==> src/cpc_pkg.sv <==
// constants and carrier types for the clock and power control registers
// Operation
// RL1: clocking code 000 selects standard full-duplex and half-duplex interface clocking
// RL2: clocking code 001 selects the optional full-duplex timing variant
// RL3: clocking code 011 selects the optional wide half-duplex timing variant
// RL4: clocking code 101 selects the optional narrow half-duplex timing variant
// RL5: clocking field resets to 000; code 111 selects clone mode
// RL6: software never writes clocking codes 010, 100 or 110
// RL7: second-port clock-out enable makes the second port drive an output clock
// RL8: in full-duplex that enable also inverts the second-port clock
// RL9: third-port invert bit flips the polarity of the third-port clock
// RL10: transmit analog code 100 disables only channel A output
// RL11: transmit analog code 010 disables only channel B output
// RL12: a third code disables both outputs and part of the support circuitry
// RL13: converter bias current stays on in every transmit power-down setting
// RL14: transmit digital power-down resets low; when set clocks stop, outputs hold
// RL15: receive digital power-down bit powers down the receive digital section
// RL16: digital blocks unused by the configuration power down automatically
// RL17: multiplier power-down bit stops the multiplier and bypasses it
// RL18: when bypassed, the reference clock equals the fastest on-chip clock
// RL19: disconnect bit removes multiplier output; an enabled multiplier keeps locking
// RL20: each receive converter powers down on its own bit
// RL21: receive power-down covers references, input buffer, analog and channel digital
package cpc_pkg;
  localparam logic [4:0] ADDR_CLK_SELECT    = 5'h01;
  localparam logic [4:0] ADDR_TX_POWER      = 5'h02;
  localparam logic [4:0] ADDR_RX_SHUTDOWN   = 5'h03;
  localparam logic [4:0] ADDR_RX_B_SHUTDOWN = 5'h04;
  localparam int CLK_SEL_HI   = 7;
  localparam int CLK_SEL_LO   = 5;
  localparam int PORT2_EN_BIT = 2;
  localparam int PORT3_INV_BIT = 1;
  localparam int TX_ANA_HI    = 7;
  localparam int TX_ANA_LO    = 5;
  localparam int TX_DIG_BIT   = 4;
  localparam int RX_DIG_BIT   = 3;
  localparam int MUL_PD_BIT   = 2;
  localparam int MUL_DISC_BIT = 1;
  localparam int RX_PD_BIT    = 7;
  localparam logic [2:0] CLK_SEL_RESET = 3'h0;
  localparam logic [2:0] TX_ANA_RESET  = 3'h0;
  localparam logic       BIT_RESET     = 1'b0;
  localparam logic [7:0] READ_UNMAPPED = 8'h00;
  localparam logic [2:0] TX_PD_A    = 3'h4;
  localparam logic [2:0] TX_PD_B    = 3'h2;
  localparam logic [2:0] TX_PD_BOTH = 3'h6;
  localparam logic [4:0] SER_HDR_LAST   = 5'h07;
  localparam logic [4:0] SER_FRAME_LAST = 5'h0f;
  localparam logic [4:0] SER_FRAME_END  = 5'h10;
  localparam int SER_RW_BIT = 7;
  localparam int TX_W = 10;
  typedef enum logic [2:0] {
    CLK_STANDARD  = 3'b000,
    CLK_FULL_ALT  = 3'b001,
    CLK_RSV2      = 3'b010,
    CLK_WIDE_ALT  = 3'b011,
    CLK_RSV4      = 3'b100,
    CLK_NARROW_ALT = 3'b101,
    CLK_RSV6      = 3'b110,
    CLK_CLONE     = 3'b111
  } clkMode_e;
  typedef struct packed {
    logic sclk;
    logic csN;
    logic sdi;
  } serialPins_s;
  localparam serialPins_s PINS_IDLE = '{sclk: 1'b0, csN: 1'b1, sdi: 1'b0};
  typedef struct packed {
    logic       stb;
    logic [4:0] addr;
    logic [7:0] data;
  } cfgWrite_s;
  typedef struct packed {
    logic standard;
    logic fullAlt;
    logic wideAlt;
    logic narrowAlt;
    logic clone;
    logic reserved;
    logic port2ClkOe;
    logic port2ClkInvert;
    logic port3ClkInvert;
  } ifaceClocking_s;
  typedef struct packed {
    logic chanAOff;
    logic chanBOff;
    logic supportOff;
    logic digClkEn;
  } txPower_s;
  typedef struct packed {
    logic mulRun;
    logic mulBypass;
    logic mulOutSelected;
  } clockGen_s;
  typedef struct packed {
    logic analogOff;
    logic refOff;
    logic bufferOff;
    logic digitalOff;
  } rxChannel_s;
  typedef struct packed {
    logic [TX_W-1:0] a;
    logic [TX_W-1:0] b;
  } txPair_s;
endpackage : cpc_pkg

==> src/pin_sync.sv <==
// two-stage synchroniser for the serial configuration pins
`timescale 1ns/100ps
`default_nettype none
module pin_sync (
  input  wire logic                 clk,
  input  wire logic                 rst,
  input  wire cpc_pkg::serialPins_s pinsIn,
  output cpc_pkg::serialPins_s      pinsOut
);
  import cpc_pkg::*;
  typedef struct packed {
    serialPins_s meta;
    serialPins_s stable;
  } syncState_s;
  syncState_s st_r, st_nxt;
  // the first stage feeds only the second
  always_comb begin
    st_nxt        = st_r;
    st_nxt.meta   = pinsIn;
    st_nxt.stable = st_r.meta;
  end
  always_ff @(posedge clk or posedge rst) begin
    if (rst) begin
      st_r <= '{meta: PINS_IDLE, stable: PINS_IDLE};
    end else begin
      st_r <= st_nxt;
    end
  end
  assign pinsOut = st_r.stable;
endmodule : pin_sync
`default_nettype wire

==> src/serial_config_port.sv <==
// serial configuration port: 8-bit header then 8-bit data, msb first
`timescale 1ns/100ps
`default_nettype none
module serial_config_port (
  input  wire logic                 clk,
  input  wire logic                 rst,
  input  wire cpc_pkg::serialPins_s pins,
  input  wire logic [7:0]           rdData,
  output logic [4:0]                rdAddr,
  output cpc_pkg::cfgWrite_s        cfgWr,
  output logic                      sdoOut,
  output logic                      sdoOe
);
  import cpc_pkg::*;
  typedef struct packed {
    logic       sclkPrev;
    logic [4:0] bitCnt;
    logic [7:0] inShift;
    logic       isRead;
    logic [4:0] addr;
    logic       loadPend;
    logic [7:0] outShift;
    logic       sdo;
    logic       oe;
    cfgWrite_s  wr;
  } serState_s;
  serState_s  st_r, st_nxt;
  logic       sclkRise;
  logic       sclkFall;
  logic [7:0] shifted;
  // pins are sampled slowly, so sclk must run well below clk/4
  always_comb begin
    sclkRise        = pins.sclk & ~st_r.sclkPrev;
    sclkFall        = ~pins.sclk & st_r.sclkPrev;
    shifted         = {st_r.inShift[6:0], pins.sdi};
    st_nxt          = st_r;
    st_nxt.sclkPrev = pins.sclk;
    st_nxt.wr.stb   = 1'b0;
    st_nxt.loadPend = 1'b0;
    if (st_r.loadPend) begin
      st_nxt.outShift = rdData;
    end
    if (pins.csN) begin
      st_nxt.bitCnt = 5'h00;
      st_nxt.isRead = 1'b0;
      st_nxt.oe     = 1'b0;
    end else if (sclkRise && st_r.bitCnt != SER_FRAME_END) begin
      st_nxt.inShift = shifted;
      st_nxt.bitCnt  = st_r.bitCnt + 5'h01;
      if (st_r.bitCnt == SER_HDR_LAST) begin
        st_nxt.isRead   = shifted[SER_RW_BIT];
        st_nxt.addr     = shifted[4:0];
        st_nxt.loadPend = shifted[SER_RW_BIT];
      end
      if (st_r.bitCnt == SER_FRAME_LAST && !st_r.isRead) begin
        st_nxt.wr.stb  = 1'b1;
        st_nxt.wr.addr = st_r.addr;
        st_nxt.wr.data = shifted;
      end
    end else if (sclkFall && st_r.isRead && st_r.bitCnt > SER_HDR_LAST
                 && st_r.bitCnt != SER_FRAME_END) begin
      st_nxt.sdo      = st_r.outShift[7];
      st_nxt.outShift = {st_r.outShift[6:0], 1'b0};
      st_nxt.oe       = 1'b1;
    end
  end
  always_ff @(posedge clk or posedge rst) begin
    if (rst) begin
      st_r <= '0;
    end else begin
      st_r <= st_nxt;
    end
  end
  assign rdAddr = st_r.addr;
  assign cfgWr  = st_r.wr;
  assign sdoOut = st_r.sdo;
  assign sdoOe  = st_r.oe;
endmodule : serial_config_port
`default_nettype wire

==> src/clock_and_power_control_regs.sv <==
// clock mode, port clock and power-down configuration registers
`timescale 1ns/100ps
`default_nettype none
module clock_and_power_control_regs (
  input  wire logic                 clk,
  input  wire logic                 rst,
  input  wire cpc_pkg::serialPins_s serPins,
  output logic                      sdoOut,
  output logic                      sdoOe,
  input  wire logic                 fullDuplex,
  input  wire logic                 txPathUsed,
  input  wire logic                 rxPathUsed,
  input  wire cpc_pkg::txPair_s     txDataIn,
  input  wire logic                 txDataValid,
  output cpc_pkg::txPair_s          txDataOut,
  output cpc_pkg::ifaceClocking_s   ifaceCtl,
  output cpc_pkg::txPower_s         txCtl,
  output logic                      txBiasOn,
  output cpc_pkg::clockGen_s        clkGenCtl,
  output logic                      rxDigEnable,
  output cpc_pkg::rxChannel_s       rxChanA,
  output cpc_pkg::rxChannel_s       rxChanB,
  output logic                      rxBandgapOn
);
  import cpc_pkg::*;

  typedef struct packed {
    clkMode_e   clkSel;
    logic       port2En;
    logic       port3Inv;
    logic [2:0] txAna;
    logic       txDigPd;
    logic       rxDigPd;
    logic       mulPd;
    logic       mulDisc;
    logic       rxAPd;
    logic       rxBPd;
    txPair_s    txHold;
  } ctlState_s;

  ctlState_s          st_r, st_nxt;
  serialPins_s        pinsSync;
  cfgWrite_s          cfgWr;
  logic [4:0]         rdAddr;
  logic [7:0]         rdData;
  txPower_s           txDecoded;

  pin_sync u_pin_sync (
    .clk     (clk),
    .rst     (rst),
    .pinsIn  (serPins),
    .pinsOut (pinsSync)
  );

  serial_config_port u_serial (
    .clk    (clk),
    .rst    (rst),
    .pins   (pinsSync),
    .rdData (rdData),
    .rdAddr (rdAddr),
    .cfgWr  (cfgWr),
    .sdoOut (sdoOut),
    .sdoOe  (sdoOe)
  );

  // interface clocking decode; reserved codes fall to standard timing
  function automatic ifaceClocking_s decodeClocking(
    input clkMode_e sel,
    input logic     p2En,
    input logic     p3Inv,
    input logic     duplex
  );
    ifaceClocking_s c;
    c = '0;
    case (sel)
      CLK_STANDARD: begin
        c.standard = 1'b1; // [RL1]
      end
      CLK_FULL_ALT: begin
        c.fullAlt = 1'b1; // [RL2]
      end
      CLK_WIDE_ALT: begin
        c.wideAlt = 1'b1; // [RL3]
      end
      CLK_NARROW_ALT: begin
        c.narrowAlt = 1'b1; // [RL4]
      end
      CLK_CLONE: begin
        c.clone = 1'b1; // [RL5]
      end
      default: begin
        // software keeps off these codes; flag them and run standard timing
        c.reserved = 1'b1; // [RL6]
        c.standard = 1'b1;
      end
    endcase
    c.port2ClkOe     = p2En; // [RL7]
    c.port2ClkInvert = p2En & duplex; // [RL8]
    c.port3ClkInvert = p3Inv; // [RL9]
    return c;
  endfunction : decodeClocking

  // transmit analog and digital power decode
  function automatic txPower_s decodeTxPower(
    input logic [2:0] code,
    input logic       digPd,
    input logic       used
  );
    txPower_s t;
    t = '0;
    if (code == TX_PD_A) begin
      t.chanAOff = 1'b1; // [RL10]
    end else if (code == TX_PD_B) begin
      t.chanBOff = 1'b1; // [RL11]
    end else if (code == TX_PD_BOTH) begin
      t.chanAOff   = 1'b1; // [RL12]
      t.chanBOff   = 1'b1;
      t.supportOff = 1'b1;
    end
    t.digClkEn = ~digPd & used; // [RL14] [RL16]
    return t;
  endfunction : decodeTxPower

  // one receive channel: everything but the bandgap goes down together
  function automatic rxChannel_s decodeRxChannel(
    input logic pd
  );
    rxChannel_s r;
    r.analogOff  = pd; // [RL21]
    r.refOff     = pd;
    r.bufferOff  = pd;
    r.digitalOff = pd;
    return r;
  endfunction : decodeRxChannel

  // register readback; reserved bits read as zero
  function automatic logic [7:0] readReg(
    input logic [4:0] addr,
    input ctlState_s  s
  );
    logic [7:0] d;
    d = READ_UNMAPPED;
    if (addr == ADDR_CLK_SELECT) begin
      d[CLK_SEL_HI:CLK_SEL_LO] = s.clkSel;
      d[PORT2_EN_BIT]          = s.port2En;
      d[PORT3_INV_BIT]         = s.port3Inv;
    end else if (addr == ADDR_TX_POWER) begin
      d[TX_ANA_HI:TX_ANA_LO] = s.txAna;
      d[TX_DIG_BIT]          = s.txDigPd;
      d[RX_DIG_BIT]          = s.rxDigPd;
      d[MUL_PD_BIT]          = s.mulPd;
      d[MUL_DISC_BIT]        = s.mulDisc;
    end else if (addr == ADDR_RX_SHUTDOWN) begin
      d[RX_PD_BIT] = s.rxAPd;
    end else if (addr == ADDR_RX_B_SHUTDOWN) begin
      d[RX_PD_BIT] = s.rxBPd;
    end
    return d;
  endfunction : readReg

  always_comb begin
    st_nxt    = st_r;
    txDecoded = decodeTxPower(st_r.txAna, st_r.txDigPd, txPathUsed);
    // writes to unmapped addresses are dropped
    if (cfgWr.stb) begin
      if (cfgWr.addr == ADDR_CLK_SELECT) begin
        st_nxt.clkSel   = clkMode_e'(cfgWr.data[CLK_SEL_HI:CLK_SEL_LO]);
        st_nxt.port2En  = cfgWr.data[PORT2_EN_BIT];
        st_nxt.port3Inv = cfgWr.data[PORT3_INV_BIT];
      end else if (cfgWr.addr == ADDR_TX_POWER) begin
        st_nxt.txAna   = cfgWr.data[TX_ANA_HI:TX_ANA_LO];
        st_nxt.txDigPd = cfgWr.data[TX_DIG_BIT];
        st_nxt.rxDigPd = cfgWr.data[RX_DIG_BIT];
        st_nxt.mulPd   = cfgWr.data[MUL_PD_BIT];
        st_nxt.mulDisc = cfgWr.data[MUL_DISC_BIT];
      end else if (cfgWr.addr == ADDR_RX_SHUTDOWN) begin
        st_nxt.rxAPd = cfgWr.data[RX_PD_BIT]; // [RL20]
      end else if (cfgWr.addr == ADDR_RX_B_SHUTDOWN) begin
        st_nxt.rxBPd = cfgWr.data[RX_PD_BIT]; // [RL20]
      end
    end
    // gated transmit path: a stopped path keeps its last sample on the pins
    if (txDataValid && txDecoded.digClkEn) begin
      st_nxt.txHold = txDataIn; // [RL14]
    end
  end

  always_ff @(posedge clk or posedge rst) begin
    if (rst) begin
      st_r.clkSel   <= clkMode_e'(CLK_SEL_RESET); // [RL5]
      st_r.port2En  <= BIT_RESET;
      st_r.port3Inv <= BIT_RESET;
      st_r.txAna    <= TX_ANA_RESET;
      st_r.txDigPd  <= BIT_RESET; // [RL14]
      st_r.rxDigPd  <= BIT_RESET;
      st_r.mulPd    <= BIT_RESET;
      st_r.mulDisc  <= BIT_RESET;
      st_r.rxAPd    <= BIT_RESET;
      st_r.rxBPd    <= BIT_RESET;
      st_r.txHold   <= '0;
    end else begin
      st_r <= st_nxt;
    end
  end

  assign rdData    = readReg(rdAddr, st_r);
  assign txDataOut = st_r.txHold;
  assign ifaceCtl  = decodeClocking(st_r.clkSel, st_r.port2En, st_r.port3Inv, fullDuplex);
  assign txCtl     = txDecoded;
  // bias stays up in every setting so outputs return within a few cycles
  assign txBiasOn  = 1'b1; // [RL13]

  // a stopped multiplier is bypassed, so the reference must already run at
  // the fastest on-chip rate [RL18]
  assign clkGenCtl.mulRun         = ~st_r.mulPd; // [RL17] [RL19]
  assign clkGenCtl.mulBypass      = st_r.mulPd; // [RL17]
  assign clkGenCtl.mulOutSelected = ~st_r.mulPd & ~st_r.mulDisc; // [RL19]

  assign rxDigEnable = ~st_r.rxDigPd & rxPathUsed; // [RL15] [RL16]
  assign rxChanA     = decodeRxChannel(st_r.rxAPd); // [RL20]
  assign rxChanB     = decodeRxChannel(st_r.rxBPd); // [RL20]
  assign rxBandgapOn = 1'b1;
endmodule : clock_and_power_control_regs
`default_nettype wire

==> config.mk <==
export PLATFORM = sky130hd
export DESIGN_NAME = clock_and_power_control_regs
export DESIGN_NICKNAME = d
export VERILOG_FILES = /design/src/cpc_pkg.sv /design/src/pin_sync.sv /design/src/serial_config_port.sv /design/src/clock_and_power_control_regs.sv
export SDC_FILE = /design/constraint.sdc
export NUM_CORES = 1
export LEC_CHECK = 0
export BUFFER_PORTS_ARGS = -buffer_cell sky130_fd_sc_hd__buf_2
export CAP_MARGIN = 20
export CORE_UTILIZATION = 40
export DETAILED_ROUTE_END_ITERATION = 8
export MAX_ROUTING_LAYER = met4
export PLACE_DENSITY = 0.71
export SLEW_MARGIN = 10
export SYNTH_ARGS = -nofsm -noshare
export SYNTH_HDL_FRONTEND = slang
export SYNTH_HIERARCHICAL = 1
export SYNTH_SLANG_ARGS = --single-unit
==> constraint.sdc <==
create_clock -name clk -period 4.3 [get_ports clk]
set_clock_uncertainty 0.2 [all_clocks]
set_input_delay 0.43 -clock clk [delete_from_list [all_inputs] [get_ports clk]]
set_output_delay 0.43 -clock clk [all_outputs]
set_load 0.02 [all_outputs]
==> results of run 1 <==
[power by group]
part / switching (W) / total (W) / internal, W / leakage [nW]
clock network: 0.000285 / 0.000501 / 0.000215 / 0.0806
logic: 0.0000939 / 0.000176 / 0.0000819 / 0.958
registers: 0.0000446 / 0.000885 / 0.000840 / 1.08
[flip-flops by register name, indices dropped and copies added, names as in the netlist]
signal              cells
rxChanA                 1
u_serial/sdoOe          1
clkGenCtl               1
u_serial/rdAddr         5
u_pin_sync/pinsOut      3
u_serial/sdoOut         1
st_r                    9
u_pin_sync/st_nxt       3
u_serial/shifted        7
u_serial/st_r          16
rxChanB                 1
u_serial/cfgWr         13
txDataOut              20
ifaceCtl                2
[worst paths after layout]
| check | to | slack (ns) | cells past startpoint |
|---|---|---|---|
| worst max register to register | u_serial/sdoOut$_DFFE_PP0P_ | 1.93 | 4 |
| worst min register to register | u_pin_sync/pinsOut[2]$_DFF_PP0_ | 0.15 | 0 |
| max in group asynchronous | u_serial/cfgWr[12]$_DFFE_PP0P_ | 2.95 | 4 |
| min in group asynchronous | u_pin_sync/st_nxt[2]$_DFF_PP0_ | 0.36 | 3 |
| worst max-delay path | u_serial/sdoOut$_DFFE_PP0P_ | 1.93 | 4 |
| worst min-delay path | txDataOut[0]$_DFFE_PP0P_ | 0.10 | 2 |
[layout by cell type (no fill, tap or decap), types with 3 or more instances in the layout]
cell           instances
dlygate4sd3_1          4
clkbuf_8               9
nand4b_1               3
nand3b_1               3
dfrtp_1               81
conb_1                 3
nor2b_1                5
a22o_2                 4
a21oi_1                5
o21ai_0                5
clkinvlp_4             3
nand2_1                5
nand3_1                6
ha_1                   3
buf_2                 75
nor2_1                11
inv_1                 12
mux2_2                73
[metrics by stage]
stage / instances / cell area, sq um / hold slack (ns) / util / worst slack [ns]
global placement: 455 / 4070 / 0.132 / 0.435 / 1.97
global route: 475 / 4290 / 0.0794 / 0.458 / 1.77
floorplan: 305 / 3930 / 0.0195 / - / 2.14
finish: 475 / 4290 / 0.102 / 0.458 / 1.93
detailed placement: 455 / 4070 / 0.135 / 0.435 / 1.91
CTS: 475 / 4290 / 0.0829 / 0.458 / 1.90
[layer usage]
layer	vias up	track usage
met3	8	0.0444
met2	83	0.243
met4	0	0.0524
li1	1074	-
met5	-	-
met1	1106	0.163
[what timing repair did]
item | 4_1_cts | 5_1_grt
hold buffers | 4 | 0
gates resized for setup | 0 | 0
endpoints found under the hold margin | 41 | 0
[area by class of cell]
cell class | instances | area share
flip-flops and latches | 83 | 0.484
multi-input cells | 154 | 0.326
repair buffers | 81 | 0.100
well taps | 129 | 0.0376
clock buffers | 10 | 0.0297
clock inverters | 6 | 0.0119
inverters | 12 | 0.0105
[critical path, stage by stage (launching register included)]
cell and delay [ns]:
dfrtp_1 0.42, ha_1 0.24, nand4b_1 0.23, a2111oi_4 0.75, mux2_2 0.41
==> reports/metrics.cfg, run 1 <==
[run_status]
status = finished, final reports clean

[die]
core-area_sq_mm = 0.00937
die_h_um = 101
start_util = 0.419
dieArea_sq_mm = 0.0102
rows = 35
die_x_um = 101
ios = 78

[pwr]
power_density_mw_per_mm2 = 364
power_w = 0.00156
peakVddDrop_mv = 0.143
power.leakage_nw = 2.12

[hold_path]
min_from = txDataIn[0]
min-delay-path-class = input port to flop

[clocking]
clockRootBuffer = clkbuf_8
cts_setup_buffers = 0
htree_num_levels = 3
clockBufferDepth = 2
cts_made_buffers = 9
cts_num_sinks = 83
cts_tree = yes
insertion_delay_ns = 0.35
clk_pin_slew_ns = 0.09

[sta]
rsz0062_at_grt = no
setup_viol = 0
worst_pin_slew_ns = 1.00
slew_headroom = 0.324
hold_viol_final = 0
fin_tns_setup_ns = 0
finalCritPeriodShare = 0.551
report.final.slew_viol_count = 0
fmax_ghz = 0.422
fin_crit_ns = 2.37

[route]
dr_total_vias = 2271
dr_wl_met3_um = 375
route.detailed.drc = 0
drt-pass1-iter-count = 4
top_layer = met4
wl_met1_um = 2900
final_antenna_net_count = 0
initialDrtViolationCount = 58
avgViaCountPerCell = 4.78
routed_wl_um = 6600
wl_per_cell_um = 13.9
dr_wl_met2_um = 3260

[layout]
fillCellCount = 861
drive_gt1_frac = 0.517
fin_nets = 373
antenna_cells = 0
regArea_sq_mm = 0.00208
area.growth.synth_to_final_pct = 9.37
multiInputGateArea_sq_mm = 0.00140

[placement]
hpwl_um = 4840
place.gp.congestion = 0.778
io_buffer_count = 75

[global_routing]
grt_pass1_wl_um = 10900
overflow = 0
grt_max_degree = 44
grt_pass1_vias = 2312
antenna_found_initial = 0
track_usage = 0.145

[setup_path]
worstPathArrival_ns = 2.41
r2r-start = u_serial/st_r[39]$_DFFE_PP0P_
worstPathMaxFanout = 10
worst_ep_required_time_ns = 4.34
critPathLaunchType = flop
path_class = flop to flop
crit_start = u_serial/st_r[39]$_DFFE_PP0P_
end_kind = flop

[synthesis]
yosysWarnings = 6
syn_area_sq_mm = 0.00393
syn_inst = 304
synth_area_per_cell_sq_um = 12.9

[job]
cap_violations = 0

Note: power is estimated with default switching activity, not from simulation.
==> inputs of run 2 (changes only) <==
--- a/config.mk
+++ b/config.mk
@@ -10,7 +10,7 @@
 export CORE_UTILIZATION = 40
 export DETAILED_ROUTE_END_ITERATION = 8
 export MAX_ROUTING_LAYER = met4
-export PLACE_DENSITY = 0.71
+export PLACE_DENSITY = 0.73
 export SLEW_MARGIN = 10
 export SYNTH_ARGS = -nofsm -noshare
 export SYNTH_HDL_FRONTEND = slang
==> constraint.sdc (replaced) <==
create_clock -name clk -period 1.96 [get_ports clk]
set_clock_uncertainty 0.2 [all_clocks]
set_input_delay 0.196 -clock clk [delete_from_list [all_inputs] [get_ports clk]]
set_output_delay 0.196 -clock clk [all_outputs]
set_load 0.02 [all_outputs]
==> run 2 against run 1 <==
  * The flow now finishes with violations (negative setup slack)
  * Critical path depth grew 1
  * Final cell count grew 8.0%
  * Count of clock-buffer cells in the layout is the same
  * Die area is the same
  * Sequential cell count is the same
  * Non-clock buffer count grew 38
  * Via count grew 5.2%
  * Worst setup slack lost 2.0 ns
==> reports/metrics.cfg, run 2 (synthesized netlist as in run 1, its figures left out) <==
[run_status]
status = finished with violations
violations = negative setup slack

[route]
wl_per_cell_um = 14.3  ; +2.7%
dr_total_vias = 2389  ; +5.2%
drt-pass1-iter-count = 4  ; unchanged
initialDrtViolationCount = 53  ; -8.6%
routed_wl_um = 7320  ; +11%
final_antenna_net_count = 0  ; unchanged
avgViaCountPerCell = 4.66  ; -2.6%
route.detailed.drc = 0  ; unchanged

[setup_path]
end_kind = flop
critPathLaunchType = flop
r2r-start = u_serial/st_r[40]$_DFFE_PP0P_
reg2reg_slack_ns = -0.07  ; -2.00 ns
worstPathArrival_ns = 2.07  ; -0.34 ns
reg2reg_to = u_serial/st_r[22]$_DFF_PP0_
crit_start = u_serial/st_r[40]$_DFFE_PP0P_
worstPathMaxFanout = 9  ; -1
rr_worst_depth = 5  ; +1
worst_ep_required_time_ns = 2.00  ; -2.34 ns
path_class = flop to flop
endpoint = u_serial/st_r[22]$_DFF_PP0_

[sta]
hold_viol_final = 0  ; unchanged
finalCritPeriodShare = 1.03  ; +0.483
worst_pin_slew_ns = 0.552  ; -0.452 ns
fmax_ghz = 0.493  ; +17%
fin_crit_ns = 2.03  ; -0.344 ns
slew_headroom = 0.629  ; +0.305
postLayoutSetupSlackWorst_ns = -0.0671  ; -2.00 ns
setup_viol = 8  ; +8
report.final.slew_viol_count = 0  ; unchanged
rsz0062_at_grt = yes
fin_tns_setup_ns = -0.467  ; -0.467 ns

[layout]
area.growth.synth_to_final_pct = 20.2
antenna_cells = 0  ; unchanged
fillCellCount = 822  ; -4.5%
fin_nets = 411  ; +10%
layout_common_cells = dfrtp_1, buf_2, mux2_2
largest_register_ffs = 20  ; unchanged
drive_gt1_frac = 0.526  ; +0.00870
utilization = 0.503  ; +0.0454
layout_commonest_cell = dfrtp_1
final-instance-count-excl-fill = 513  ; +8.0%

[pwr]
combinationalPowerShare = 0.116  ; +0.003
intPower_w = 0.00282  ; +150%
p_switching_w = 0.000936  ; +120%
p_sw_frac = 0.249  ; -0.0224
power.leakage_nw = 2.34  ; +10%
power_density_mw_per_mm2 = 797  ; +120%
peakVddDrop_mv = 0.498  ; +250%
seqPwrFrac = 0.516  ; -0.051
pwr-share-clk = 0.368  ; +0.047

[clocking]
cts_tree = yes
clk_pin_slew_ns = 0.08  ; about the same
insertion_delay_ns = 0.34  ; about the same
clockRootBuffer = clkbuf_8
cts_made_buffers = 9  ; unchanged
clockBufferDepth = 2  ; unchanged
cts_num_sinks = 83  ; unchanged
htree_num_levels = 3  ; unchanged

[job]
cap_violations = 0  ; unchanged

[die]
ios = 78  ; unchanged
dieArea_sq_mm = 0.0102  ; unchanged
rows = 35  ; unchanged
die_h_um = 101  ; unchanged
start_util = 0.419  ; unchanged
core-area_sq_mm = 0.00937  ; unchanged
die_x_um = 101  ; unchanged

[placement]
place.gp.congestion = 0.811  ; +4.2%
io_buffer_count = 75  ; unchanged
placed_cells = 471  ; +3.5%
hpwl_um = 5060  ; +4.7%

[global_routing]
antenna_found_initial = 0  ; unchanged
overflow = 0  ; unchanged
track_usage = 0.154  ; +0.00939
grt_pass1_vias = 2485  ; +7.5%
grt_max_degree = 44  ; unchanged
grt_pass1_wl_um = 11700  ; +7.7%

[hold_path]
min-delay-path-class = input port to async pin

-- run 2: cell types whose count changed in the layout (fill, tap and decap cells not counted), moves of 2 or more --
cell	before	now
clkinvlp_4	3	1
dlygate4sd3_1	4	24
bufinv_16	0	2
clkinv_4	2	0
buf_4	2	18
inv_6	0	3
-- run 2: how the worst min path moves through the flow --
| stage | from | end | slack (ns) | cells past startpoint |
|---|---|---|---|---|
| final | rst | u_pin_sync/pinsOut[2]$_DFF_PP0_ | 0.11 | 3 |
| after global routing | rst | u_pin_sync/pinsOut[2]$_DFF_PP0_ | 0.11 | 3 |
| after CTS | rst | u_pin_sync/st_nxt[0]$_DFF_PP0_ | 0.10 | 3 |
| after detailed placement | rst | u_pin_sync/st_nxt[0]$_DFF_PP0_ | -0.06 | 2 |
| after global placement | rst | u_pin_sync/st_nxt[0]$_DFF_PP0_ | -0.07 | 2 |
| after floorplan | rst | u_pin_sync/pinsOut[0]$_DFF_PP0_ | -0.21 | 1 |
-- run 2: through the flow --
step	setup WS, ns	total power [W]	cell area, sq um	hold slack (ns)
finish	-0.0671	0.00376	4720	0.114
global route	-0.162	0.00393	4720	0.108
CTS	-0.0719	0.00381	4700	0.105
global placement	-0.0550	0.00236	4210	-0.0706
detailed placement	-0.0905	0.00238	4210	-0.0572
floorplan	-0.139	0.00230	3940	-0.214
-- run 2: final cells by class --
class                      count  area [sq um]  area share
inverter                      12          45.0     0.00955
clock inverter                 6          93.8      0.0199
timing repair buffer         119           782       0.166
sequential                    83          2080       0.441
tap                          129           161      0.0342
clock buffer                  10           138      0.0292
multi-input combinational    154          1420       0.301
-- run 2: critical path, stage by stage, from the launching register on --
cell	delay, ns
dfrtp_1	0.42
ha_2	0.21
nand4b_1	0.22
a2111oi_4	0.34
buf_6	0.19
mux2_2	0.34
-- run 2: repair_timing --
action	4_1_cts	5_1_grt
hold buffers	24	0
pin swaps	0	1
resized for setup	2	2
hold endpoints to repair	106	0
cloned	0	0
setup buffers	1	1
setup endpoints to repair	8	26
-- run 2: power by group through the flow --
stage / Sequential [W] / Clock [W] / Combinational [W]
2_1_floorplan: 0.00194 / 0 / 0.000359
3_3_place_gp: 0.00197 / 0 / 0.000389
3_5_place_dp: 0.00197 / 0 / 0.000401
4_1_cts: 0.00194 / 0.00143 / 0.000437
5_1_grt: 0.00196 / 0.00150 / 0.000477
6_report: 0.00194 / 0.00138 / 0.000435
-- run 2: layer usage --
layer	GRT usage	part of all wire	up-vias
met5	-	0	-
met4	0.0301	0.0063	0
met3	0.0472	0.060	5
met2	0.282	0.52	83
met1	0.165	0.41	1161
li1	-	-	1140
==> inputs of run 3 (changes only) <==
--- a/config.mk
+++ b/config.mk
@@ -7,7 +7,9 @@
 export LEC_CHECK = 0
 export BUFFER_PORTS_ARGS = -buffer_cell sky130_fd_sc_hd__buf_2
 export CAP_MARGIN = 20
+export CORE_MARGIN = 4
 export CORE_UTILIZATION = 40
+export CTS_BUF_LIST = sky130_fd_sc_hd__clkbuf_4
 export DETAILED_ROUTE_END_ITERATION = 8
 export MAX_ROUTING_LAYER = met4
 export PLACE_DENSITY = 0.73
==> constraint.sdc (replaced) <==
create_clock -name clk -period 1.96 [get_ports clk]
set_clock_uncertainty 0.2 [all_clocks]
set_input_delay 0.196 -clock clk [delete_from_list [all_inputs] [get_ports clk]]
set_output_delay 0.196 -clock clk [all_outputs]
set_load 0.05 [all_outputs]
==> run 3 against run 2 <==
  * The flow still finishes with violations (negative setup slack)
  * Sequential power is essentially flat
  * Utilization fell by 0.50 points
  * Critical path depth up 1
  * Routed wire length increased by 4.1%
  * Final cell count increased by 0.39%
  * Worst setup slack got worse by 0.0073 ns
  * Power down 9.5%
  * Sequential share of layout area up 0.24 points
  * Highest routed layer unchanged
==> reports/metrics.cfg, run 3 (synthesized netlist as in run 1, its figures left out) <==
[die]
core-area_sq_mm = 0.00942  ; +0.47%
ios = 78  ; unchanged
rows = 35  ; unchanged
dieArea_sq_mm = 0.0115  ; +12%
start_util = 0.417  ; -0.00195
die_h_um = 107  ; +5.9%
die_x_um = 107  ; +5.9%

[setup_path]
path_class = flop to flop
rr_worst_depth = 6  ; +1
reg2reg_to = u_serial/cfgWr[11]$_DFFE_PP0P_
worstPathArrival_ns = 2.16  ; +0.09 ns
max_stage_delay_ns = 0.42  ; about the same
worst-path-stages = 6  ; +1
cp_num_buf_inv = 1  ; unchanged
worstPathMaxFanout = 6  ; -3
r2r-start = u_serial/st_r[39]$_DFFE_PP0P_
crit_family = flip-flops
cp_slowest_cell = dfrtp_1
end_kind = flop
critPathLaunchType = flop
endpoint = u_serial/cfgWr[11]$_DFFE_PP0P_
worstPathCellList = ha_2 -> and3_1 -> ha_1 -> nand4b_1 -> clkbuf_16 -> mux2_2
crit_start = u_serial/st_r[39]$_DFFE_PP0P_
worst_ep_required_time_ns = 2.08  ; +0.08 ns
reg2reg_slack_ns = -0.07  ; about the same

[hold_path]
min-delay-path-class = input port to async pin

[clocking]
htree_num_levels = 3  ; unchanged
insertion_delay_ns = 0.42  ; +0.08 ns
clk_pin_slew_ns = 0.13  ; +0.05 ns
clockBufferDepth = 2  ; unchanged
cts_num_sinks = 83  ; unchanged
cts_tree = yes
clockRootBuffer = clkbuf_4
cts_made_buffers = 9  ; unchanged

[layout]
layout_common_cells = dfrtp_1, buf_2, mux2_2
drive_gt1_frac = 0.541  ; +0.0154
fin_nets = 413  ; +0.49%
largest_register_ffs = 20  ; unchanged
fin_area_sq_mm = 0.00469  ; -0.53%
layout_commonest_cell = dfrtp_1
utilization = 0.498  ; -0.00500
antenna_cells = 0  ; unchanged
area.growth.synth_to_final_pct = 19.6

[sta]
fmax_ghz = 0.492  ; -0.36%
report.final.slew_viol_count = 0  ; unchanged
hold_viol_final = 0  ; unchanged
rsz0062_at_grt = yes
finalCritPeriodShare = 1.04  ; +0.00372
postLayoutSetupSlackWorst_ns = -0.0744  ; -0.00728 ns
fin_tns_setup_ns = -0.977  ; -0.510 ns
slew_headroom = 0.635  ; +0.00613
worst_pin_slew_ns = 0.548  ; -0.00459 ns
setup_viol = 20  ; +12
fin_crit_ns = 2.03  ; +0.00728 ns
holdWs_ns = 0.0339  ; -0.0798 ns

[pwr]
p_sw_frac = 0.316  ; +0.0669
combinationalPowerShare = 0.175  ; +0.059
peakVddDrop_mv = 0.412  ; -17%
power_w = 0.00340  ; -9.5%
intPower_w = 0.00233  ; -18%
power.leakage_nw = 2.32  ; -0.90%
p_switching_w = 0.00107  ; +15%
seqPwrFrac = 0.571  ; +0.055
power_density_mw_per_mm2 = 725  ; -9.1%
pwr-share-clk = 0.254  ; -0.114

[route]
routed_wl_um = 7620  ; +4.1%
drt-pass1-iter-count = 4  ; unchanged
dr_total_vias = 2479  ; +3.8%
initialDrtViolationCount = 82  ; +55%
final_antenna_net_count = 0  ; unchanged
wl_per_cell_um = 14.8  ; +3.7%
avgViaCountPerCell = 4.81  ; +3.4%
route.detailed.drc = 0  ; unchanged

[placement]
placed_area_sq_mm = 0.00422  ; about the same
io_buffer_count = 75  ; unchanged
place.gp.congestion = 0.829  ; +2.2%
hpwl_um = 5150  ; +1.7%

[run_status]
status = finished with violations
violations = negative setup slack

[global_routing]
grt_pass1_vias = 2460  ; -1.0%
overflow = 0  ; unchanged
track_usage = 0.135  ; -0.0189
antenna_found_initial = 0  ; unchanged
grt_max_degree = 44  ; unchanged
grt_pass1_wl_um = 12000  ; +2.6%

[job]
cap_violations = 0  ; unchanged

==> run 3: worst min path at each step <==
stage / from / to / slack, ns / cells past startpoint
after floorplan: rst / u_pin_sync/pinsOut[0]$_DFF_PP0_ / -0.21 / 1
final: rst / u_pin_sync/pinsOut[2]$_DFF_PP0_ / 0.03 / 3
after global routing: rst / u_pin_sync/st_nxt[2]$_DFF_PP0_ / 0.03 / 3
after CTS: rst / u_pin_sync/st_nxt[2]$_DFF_PP0_ / 0.007 / 3
after detailed placement: rst / u_pin_sync/pinsOut[0]$_DFF_PP0_ / -0.06 / 2
after global placement: rst / u_pin_sync/st_nxt[0]$_DFF_PP0_ / -0.07 / 2
==> run 3: per-layer routing <==
metal,routed length (um),GRT usage
met4,54,0.0365
met2,3860,0.235
met3,387,0.0415
met1,3320,0.152
met5,0,-
==> run 3: layout make-up <==
class	instances	area, sq um
Clock buffer	9	67.6
Clock inverter	7	52.6
Fill cell	787	4720
Inverter	12	45.0
Multi-Input combinational cell	154	1470
Sequential cell	83	2080
Tap cell	129	161
Timing Repair Buffer	121	818
==> run 3: worst min-delay path, stage by stage <==
cell	delay [ns]
dlygate4sd3_1	0.54
buf_2	0.14
inv_1	0.18
==> run 3: power by group through the flow <==
stage	sequential [W]	clock, W	combinational (W)
floorplan	0.00194	0	0.000516
global placement	0.00197	0	0.000545
detailed placement	0.00198	0	0.000556
CTS	0.00194	0.000901	0.000593
global route	0.00196	0.000978	0.000636
finish	0.00194	0.000863	0.000596
==> run 3: stage by stage <==
stage / std cells / worst slack (ns)
detailed placement: 470 / -0.0833
CTS: 511 / -0.0758
global placement: 470 / -0.0367
floorplan: 305 / -0.139
finish: 515 / -0.0744
global route: 515 / -0.156
==> run 3: what timing repair did <==
item	CTS	global route
cloned	0	1
endpoints found under the setup margin	8	30
setup buffers	1	3
resized for setup	2	12
hold buffers	24	0
pin swaps	0	2
hold endpoints to repair	106	0
